[src/logic/icl_pkg.sv]
// package for the input current limit register bank
// assumes a 100 MHz system clock and an smbus engine that hands over decoded word commands
package icl_pkg;

  // command code of the word register
  localparam logic [7:0] ICL_CMD_SET_LIMIT = 8'h3F;
  // limit code field position
  localparam int ICL_CODE_LSB = 7;
  localparam int ICL_CODE_MSB = 12;
  localparam int ICL_CODE_W = ICL_CODE_MSB - ICL_CODE_LSB + 1;
  // value after power-on reset: 4096 mA
  localparam logic [15:0] ICL_RESET_VALUE = 16'h1000;
  // empty register after a rejected write
  localparam logic [15:0] ICL_CLEARED_VALUE = 16'h0000;

  // clock rate
  localparam int ICL_CLK_PERIOD_NS = 10;
  // fast overload wait before shutdown
  localparam int ICL_OVLD_DELAY_US = 260;
  localparam int ICL_OVLD_DELAY_CYC = (ICL_OVLD_DELAY_US * 1000) / ICL_CLK_PERIOD_NS;
  // charge ramp tick, also the soft start rate
  localparam int ICL_RAMP_TICK_NS = 1000;
  localparam int ICL_RAMP_TICK_CYC = ICL_RAMP_TICK_NS / ICL_CLK_PERIOD_NS;
  // charge current change per ramp tick, in mA
  localparam logic [15:0] ICL_RAMP_STEP_MA = 16'h0040;

  // one decoded word command from the serial engine
  typedef struct packed {
    logic valid;       // one-cycle strobe
    logic write;       // 1 = word write, 0 = word read
    logic [7:0] code;  // command code
    logic [15:0] data; // write word
  } icl_cmd_type;

  // charge control states
  typedef enum logic [1:0] {
    ICL_ST_STOP = 2'b00,
    ICL_ST_RUN = 2'b01,
    ICL_ST_OVLD = 2'b10,
    ICL_ST_SHUT = 2'b11
  } icl_state_type;

endpackage
[src/logic/icl_limit_reg.sv]
// input current limit register bank with charge throttling
// assumes decoded word commands from an smbus engine and synchronous analog flags
`timescale 1ns/100ps
`default_nettype none
module icl_limit_reg #(
  parameter int OVLD_DELAY_CYC = icl_pkg::ICL_OVLD_DELAY_CYC
) (
  input wire logic clock,
  input wire logic nrst,
  input wire icl_pkg::icl_cmd_type cmd,
  input wire logic [15:0] input_current_ma,
  input wire logic fast_overload_threshold,
  input wire logic adapter_ok,
  input wire logic [15:0] charge_request_ma,
  output logic ack_r,
  output logic nack_r,
  output logic [15:0] rdata_r,
  output logic [15:0] limit_ma_r,
  output logic [15:0] charge_ma_r,
  output logic charging_r,
  output logic shutdown_r
);

  // limit in mA carried by a register word
  function automatic logic [15:0] limit_of(input logic [15:0] word);
    limit_of = {3'h0, word[icl_pkg::ICL_CODE_MSB:icl_pkg::ICL_CODE_LSB], 7'h00};
  endfunction

  // last count of the ramp tick divider
  localparam logic [12:0] RAMP_LAST = 13'(icl_pkg::ICL_RAMP_TICK_CYC - 1);

  logic [15:0] input_limit_setting_r; // the stored word
  logic charge_ok_r; // last write was in range
  icl_pkg::icl_state_type state_r; // charge control state
  icl_pkg::icl_state_type state_nxt;
  logic [12:0] ramp_div_r; // ramp tick divider
  logic ramp_tick; // one-cycle ramp enable
  logic ovld_expired; // overload lasted the full delay
  logic hit; // command addresses this register
  logic [15:0] target_ma; // charge current aimed at
  logic [15:0] charge_ma_nxt;

  // command decode and ramp enable
  assign hit = cmd.valid && (cmd.code == icl_pkg::ICL_CMD_SET_LIMIT);
  assign ramp_tick = (ramp_div_r == RAMP_LAST);

  // register write with range check
  always_ff @(posedge clock or negedge nrst) begin
    if (!nrst) begin
      input_limit_setting_r <= icl_pkg::ICL_RESET_VALUE;
      charge_ok_r <= 1'b1;
    end else if (hit && cmd.write) begin
      // zero code is below 128 mA, 63 codes top out at 8.064 A
      // codes 1 to 3 sit under the advised 512 mA floor yet are kept
      if (limit_of(cmd.data) == 16'h0000) begin
        input_limit_setting_r <= icl_pkg::ICL_CLEARED_VALUE;
        charge_ok_r <= 1'b0;
      end else begin
        input_limit_setting_r <= cmd.data;
        charge_ok_r <= 1'b1;
      end
    end
  end

  // command answer: read data and acknowledge
  always_ff @(posedge clock or negedge nrst) begin
    if (!nrst) begin
      ack_r <= 1'b0;
      nack_r <= 1'b0;
      rdata_r <= 16'h0000;
    end else begin
      // one-cycle answer pulses
      ack_r <= hit;
      nack_r <= cmd.valid && !hit;
      if (hit && !cmd.write) begin
        rdata_r <= input_limit_setting_r;
      end
    end
  end

  // decoded limit for the regulation loop
  always_ff @(posedge clock or negedge nrst) begin
    if (!nrst) begin
      limit_ma_r <= limit_of(icl_pkg::ICL_RESET_VALUE);
    end else begin
      limit_ma_r <= limit_of(input_limit_setting_r);
    end
  end

  // ramp tick divider
  always_ff @(posedge clock or negedge nrst) begin
    if (!nrst) begin
      ramp_div_r <= '0;
    end else if (ramp_tick) begin
      ramp_div_r <= '0;
    end else begin
      ramp_div_r <= ramp_div_r + 1'b1;
    end
  end

  // overload persistence timer
  icl_ovld_timer #(
    .DELAY_CYC(OVLD_DELAY_CYC)
  ) u_timer (
    .clock(clock),
    .nrst(nrst),
    .run(state_r == icl_pkg::ICL_ST_OVLD),
    .expired(ovld_expired)
  );

  // next charge control state
  always_comb begin
    state_nxt = state_r;
    case (state_r)
      icl_pkg::ICL_ST_STOP: begin
        // charging resumes once the adapter is ok and the last write was in range, or no write since reset
        if (charge_ok_r && adapter_ok) begin
          state_nxt = icl_pkg::ICL_ST_RUN;
        end
      end
      icl_pkg::ICL_ST_RUN: begin
        if (!charge_ok_r || !adapter_ok) begin
          state_nxt = icl_pkg::ICL_ST_STOP;
        end else if (fast_overload_threshold) begin
          state_nxt = icl_pkg::ICL_ST_OVLD;
        end
      end
      icl_pkg::ICL_ST_OVLD: begin
        if (!charge_ok_r || !adapter_ok) begin
          state_nxt = icl_pkg::ICL_ST_STOP;
        end else if (ovld_expired) begin
          state_nxt = icl_pkg::ICL_ST_SHUT;
        end else if (!fast_overload_threshold) begin
          state_nxt = icl_pkg::ICL_ST_RUN;
        end
      end
      icl_pkg::ICL_ST_SHUT: begin
        // restart once overload is gone and the adapter can charge
        if (!charge_ok_r) begin
          state_nxt = icl_pkg::ICL_ST_STOP;
        end else if (adapter_ok && !fast_overload_threshold) begin
          state_nxt = icl_pkg::ICL_ST_RUN;
        end
      end
      default: begin
        state_nxt = icl_pkg::ICL_ST_STOP;
      end
    endcase
  end

  // state register
  always_ff @(posedge clock or negedge nrst) begin
    if (!nrst) begin
      state_r <= icl_pkg::ICL_ST_STOP;
    end else begin
      state_r <= state_nxt;
    end
  end

  // status flags
  always_ff @(posedge clock or negedge nrst) begin
    if (!nrst) begin
      charging_r <= 1'b0;
      shutdown_r <= 1'b0;
    end else begin
      charging_r <= (state_nxt == icl_pkg::ICL_ST_RUN) || (state_nxt == icl_pkg::ICL_ST_OVLD);
      shutdown_r <= (state_nxt == icl_pkg::ICL_ST_SHUT);
    end
  end

  // charge current target and ramp step
  always_comb begin
    case (state_r)
      icl_pkg::ICL_ST_RUN: target_ma = charge_request_ma;
      icl_pkg::ICL_ST_OVLD: target_ma = {1'b0, charge_request_ma[15:1]};
      default: target_ma = 16'h0000;
    endcase
    charge_ma_nxt = charge_ma_r;
    if ((state_r == icl_pkg::ICL_ST_STOP) || (state_r == icl_pkg::ICL_ST_SHUT)) begin
      charge_ma_nxt = 16'h0000;
    end else if (target_ma < charge_ma_r) begin
      // overload cuts straight to the reduced target
      charge_ma_nxt = target_ma;
    end else if (ramp_tick) begin
      if (input_current_ma > limit_ma_r) begin
        // system load first: back off, floor at zero
        if (charge_ma_r > icl_pkg::ICL_RAMP_STEP_MA) begin
          charge_ma_nxt = charge_ma_r - icl_pkg::ICL_RAMP_STEP_MA;
        end else begin
          charge_ma_nxt = 16'h0000;
        end
      end else if ((target_ma - charge_ma_r) > icl_pkg::ICL_RAMP_STEP_MA) begin
        // soft start climbs one step per tick
        charge_ma_nxt = charge_ma_r + icl_pkg::ICL_RAMP_STEP_MA;
      end else begin
        charge_ma_nxt = target_ma;
      end
    end
  end

  // charge current command
  always_ff @(posedge clock or negedge nrst) begin
    if (!nrst) begin
      charge_ma_r <= 16'h0000;
    end else begin
      charge_ma_r <= charge_ma_nxt;
    end
  end

endmodule
`default_nettype wire

[src/logic/icl_ovld_timer.sv]
// fast overload persistence timer
// assumes the overload level is synchronous to clock
`timescale 1ns/100ps
`default_nettype none
module icl_ovld_timer #(
  parameter int DELAY_CYC = icl_pkg::ICL_OVLD_DELAY_CYC
) (
  input wire logic clock,
  input wire logic nrst,
  input wire logic run,
  output logic expired
);

  // wide enough for the delay count
  localparam int CW = $clog2(DELAY_CYC + 1);
  localparam logic [CW-1:0] LAST = CW'(DELAY_CYC - 1);

  logic [CW-1:0] count_r; // cycles spent in overload

  // count while run stays high, restart when it drops
  always_ff @(posedge clock or negedge nrst) begin
    if (!nrst) begin
      count_r <= '0;
    end else if (!run) begin
      count_r <= '0;
    end else if (count_r != LAST) begin
      count_r <= count_r + 1'b1;
    end
  end

  // flag once the full delay has run out
  always_ff @(posedge clock or negedge nrst) begin
    if (!nrst) begin
      expired <= 1'b0;
    end else begin
      expired <= run && (count_r == LAST);
    end
  end

endmodule
`default_nettype wire

[config.mk]
export PLATFORM = sky130hd
export DESIGN_NAME = icl_limit_reg
export DESIGN_NICKNAME = d
export VERILOG_FILES = /design/src/logic/icl_pkg.sv /design/src/logic/icl_limit_reg.sv /design/src/logic/icl_ovld_timer.sv
export SDC_FILE = /design/constraint.sdc
export NUM_CORES = 1
export LEC_CHECK = 0
export BUFFER_PORTS_ARGS = -buffer_cell sky130_fd_sc_hd__buf_2
export CORE_MARGIN = 2
export CORE_UTILIZATION = 25
export DETAILED_ROUTE_END_ITERATION = 10
export PLACE_DENSITY = 0.44
export SYNTH_ARGS = -nofsm -noshare
export SYNTH_HDL_FRONTEND = slang
export SYNTH_SLANG_ARGS = --single-unit
[constraint.sdc]
create_clock -name clock -period 3.8 [get_ports clock]
set_input_delay 0.38 -clock clock [delete_from_list [all_inputs] [get_ports clock]]
set_output_delay 0.38 -clock clock [all_outputs]
set_load 0.1 [all_outputs]
==> results_dict.tcl <==
set metrics [dict create \
    antenna_cells_inserted 0 \
    pin_count_of_the_biggest_net_entering_global_routing 50 \
    first_pass_grt_wire_length_um 26830 \
    power_report.internal_total_uw 2021 \
    antenna_found_initial 0 \
    initial_core_utilization_pct 25.65 \
    grt_use_total_pct 13.96 \
    cts_root_buf "sky130_fd_sc_hd__clkbuf_16" \
    synth-seq-area-share_pct 38.62 \
    rows 55 \
    dp_worst_setup_slack_ns -0.1868 \
    slew_headroom_pct 43.05 \
    net-switching-power_uw 1297 \
    cts_tree "done" \
    critical_path_peak_fanout 7 \
    power.share.sequential_pct 30.1 \
    area_overhead_of_the_layout_relative_to_synthesis_pct 33.95 \
    postRouteAntennaNets 0 \
    post-dp-hpwl_um 12780 \
    average_cell_area_after_synthesis_um2 9.288 \
    finalHoldViolations 0 \
    post_synth_instance_area_um2 5842 \
    leakagePower_uw 0.003746 \
    flip_flop_and_latch_count_after_synthesis 90 \
    final.setup.tns_ns 0 \
    clkLatencyLatePin_ns 0.35 \
    wl_per_cell_um 15.68 \
    final_critical_path_setup_slack_ns 0.07140 \
    critical-path-slowest-cell "sky130_fd_sc_hd__dfrtp_2" \
    setup.worst_path.class "reg -> reg" \
    first_iter_violations 176 \
    end_kind "flip-flop" \
    cts.hold.buffers_added 0 \
    start_kind "flip-flop" \
    die_height_um 156.9 \
    fin_cells 1106 \
    synth_enable_flop_cells 0 \
    critical_path_arrival_ns 3.96 \
    count_of_maximum_capacitance_violations 0 \
    layout_commonest_cell "sky130_fd_sc_hd__buf_2" \
    number_of_buffer_and_inverter_stages_on_the_critical_path 4 \
    numClockSinks 90 \
    outcome "completed" \
    layout-drive-gt1-share_pct 36.82 \
    routed_via_density 4.741 \
    worst_path_largest_cell_delay_ns 0.46 \
    post_synth_inst_count 629 \
    dieArea_um2 24610 \
    clock_tree.buffer_depth 2 \
    top_level_ports 114 \
    h-tree-depth 3 \
    top_ff_cell_synth "sky130_fd_sc_hd__dfrtp_1" \
    switching_part_of_the_total_pct 39.09 \
    num-nets-final 883 \
    vdd.ir_drop.worst_mv 0.2268 \
    die_width_um 156.9 \
    achievable_clock_frequency_ghz 0.2682 \
    critical_path.cell_chain "inv_4 > ha_4 > buf_8 > nand2_4 > ha_4 > inv_4 > fa_2 > nand3_4 > a21oi_4 > o21bai_1 > a21oi_2 > or3_4 > a221oi_2 > buf_4 > nand3_4 > a21oi_4 > mux2_4" \
    period_needed_ns 3.729 \
    routed_wirelength_um 17340 \
    rsz0062_at_grt "true" \
    report.final.slew_viol_count 0 \
    timing.hold.ws_ns 0.06369 \
    core_area_um2 22780 \
    clock-skew-final_ns 0.01004 \
    worst_setup_hold_path_clk_slew_ns 0.08 \
    synth_async_sr_flop_share_pct 100.0 \
    pwrdens_nw_per_um2 424.0 \
    pwr-share-clk_pct 27.7 \
    synth_cell_types 70 \
    first_global_vias 5143 \
    max_slew.worst_pin.slew_ns 0.8521 \
    route.vias.total 5244 \
    detail_route.drc_violations 0 \
    placement.io_buffers 103 \
    place_congestion 0.7873 \
    synth_warnings 0 \
    drt-pass1-iter-count 4 \
    cp_top_family "compound AO/OA/AOI/OAI gates" \
    placed_cell_count 1071 \
    layout_worst_path_cycle_share_pct 98.12 \
    final-setup-viol-count 0 \
    cp.required_ns 4.03 \
    min_path_type "in -> async" \
    pwr-share-comb_pct 42.2 \
    final_cell_mix "sky130_fd_sc_hd__buf_2 (102), sky130_fd_sc_hd__dfrtp_1 (84), sky130_fd_sc_hd__buf_4 (71), sky130_fd_sc_hd__nand2_1 (63), sky130_fd_sc_hd__inv_1 (35)" \
    tritoncts.num_buffers 9 \
    grt.overflow.total 0 \
]
==> sequential cells by signal (all words and copies together) (netlist names), 2 cells and up <==
register	flops
limit_ma_r	6
input_limit_setting_r	16
state_r	2
ramp_div_r	13
u_timer.count_r	15
rdata_r	16
charge_ma_r	16
==> area by class of cell <==
cell class	count	area, um^2
Fill cell	2363	14950
Timing Repair Buffer	175	1079
Multi-Input combinational cell	474	3636
Clock buffer	9	225.2
Sequential cell	90	2260
Inverter	38	150.1
Clock inverter	7	83.83
Tap cell	313	391.6
==> path summary, 6_finish.rpt <==
check	endpoint	cells after the start	slack [ns]	start
setup / recovery	charge_ma_r[5]	17	0.07	state_r[1]
hold / removal	charge_ma_r[12]	1	0.06	nrst
setup reg to reg	charge_ma_r[5]	17	0.07	state_r[1]
hold reg to reg	limit_ma_r[12]	0	0.39	input_limit_setting_r[12]
max in group asynchronous	charge_ok_r	2	2.87	nrst
min in group clock	input_limit_setting_r[13]	3	0.25	cmd[13]
==> cell families (layout without fill, tap and decap cells) <==
| kind of cell | after synthesis | in the layout | share of synthesized area, % |
|---|---|---|---|
| and+or+nand+nor | 217 | 217 | 19.17 |
| AOI/OAI and AO/OA | 148 | 148 | 18.06 |
| DFF | 90 | 90 | 38.62 |
| buffers and inverters | 74 | 229 | 5.676 |
| adders and majority gates | 33 | 33 | 7.196 |
| xor gates and xnor gates | 33 | 33 | 4.947 |
| muxes | 33 | 33 | 6.275 |
| other | 1 | 10 | 0.06419 |
==> power groups by stage <==
stage / registers (uW) / clock network (uW) / logic [uW]
floorplan: 1090 / 0 / 692
global placement: 1010 / 0 / 1210
detailed placement: 1010 / 0 / 1200
CTS: 995 / 962 / 1250
global route: 1000 / 989 / 1500
finish: 999 / 919 / 1400
==> cells in the mapped netlist, types with 3 or more instances <==
cell	count	area share, %
sky130_fd_sc_hd__xor2_1	11	1.6
sky130_fd_sc_hd__a31oi_1	6	0.64
sky130_fd_sc_hd__dfrtp_1	87	37
sky130_fd_sc_hd__a21o_1	10	1.3
sky130_fd_sc_hd__nor3_1	6	0.51
sky130_fd_sc_hd__nand3_1	26	2.2
sky130_fd_sc_hd__inv_1	38	2.4
sky130_fd_sc_hd__nand4_1	12	1.3
sky130_fd_sc_hd__and3_1	14	1.5
sky130_fd_sc_hd__a21boi_0	9	1.2
sky130_fd_sc_hd__a21oi_1	38	3.3
sky130_fd_sc_hd__buf_1	3	0.19
sky130_fd_sc_hd__a22o_1	7	1.0
sky130_fd_sc_hd__dfstp_2	3	1.3
sky130_fd_sc_hd__ha_1	32	6.9
sky130_fd_sc_hd__xnor2_1	22	3.3
sky130_fd_sc_hd__nor2_1	28	1.8
sky130_fd_sc_hd__o21ai_0	26	2.2
sky130_fd_sc_hd__mux2_2	23	4.4
sky130_fd_sc_hd__nand2_1	69	4.4
sky130_fd_sc_hd__buf_4	10	1.3
sky130_fd_sc_hd__o221ai_2	4	1.0
sky130_fd_sc_hd__nor2b_1	13	1.4
sky130_fd_sc_hd__a22oi_1	10	1.3
sky130_fd_sc_hd__nor4_1	11	1.2
sky130_fd_sc_hd__o211ai_2	3	0.64
sky130_fd_sc_hd__nand2b_1	4	0.43
sky130_fd_sc_hd__clkbuf_1	20	1.3
sky130_fd_sc_hd__mux2_1	6	1.2
sky130_fd_sc_hd__or3_1	4	0.43
sky130_fd_sc_hd__mux2i_1	4	0.69
sky130_fd_sc_hd__nor4b_1	5	0.75
sky130_fd_sc_hd__o311ai_0	3	0.45
sky130_fd_sc_hd__and2_1	14	1.5
==> repair_timing <==
| item | 4_1_cts | 5_1_grt |
|---|---|---|
| endpoints found under the setup margin | 16 | 16 |
| buffers inserted | 2 | 19 |
| pin swaps | 2 | 17 |
| gates resized for setup | 10 | 71 |
| cloned | 0 | 0 |
| endpoints found under the hold margin | 0 | 0 |
==> stage by stage <==
| step | util (%) | power (uW) | instance area (um^2) |
|---|---|---|---|
| after floorplan | - | 1786 | 5893 |
| after global placement | 30.94 | 2225 | 7048 |
| after detailed placement | 30.94 | 2213 | 7048 |
| after CTS | 32.56 | 3207 | 7417 |
| after global routing | 34.35 | 3495 | 7825 |
| final | 34.35 | 3318 | 7825 |
==> layer usage <==
| metal | part of all wire (%) | vias to the layer above | wire length (um) | track usage [%] |
|---|---|---|---|---|
| met5 | 0 | - | 0 | 0 |
| met4 | 2.6 | 0 | 447 | 5.330 |
| met3 | 5.5 | 29 | 951 | 3.655 |
| met2 | 49 | 141 | 8442 | 22.87 |
| met1 | 43 | 2508 | 7501 | 17.56 |
| li1 | - | 2566 | - | - |
Note: power is estimated with default switching activity, not from simulation.
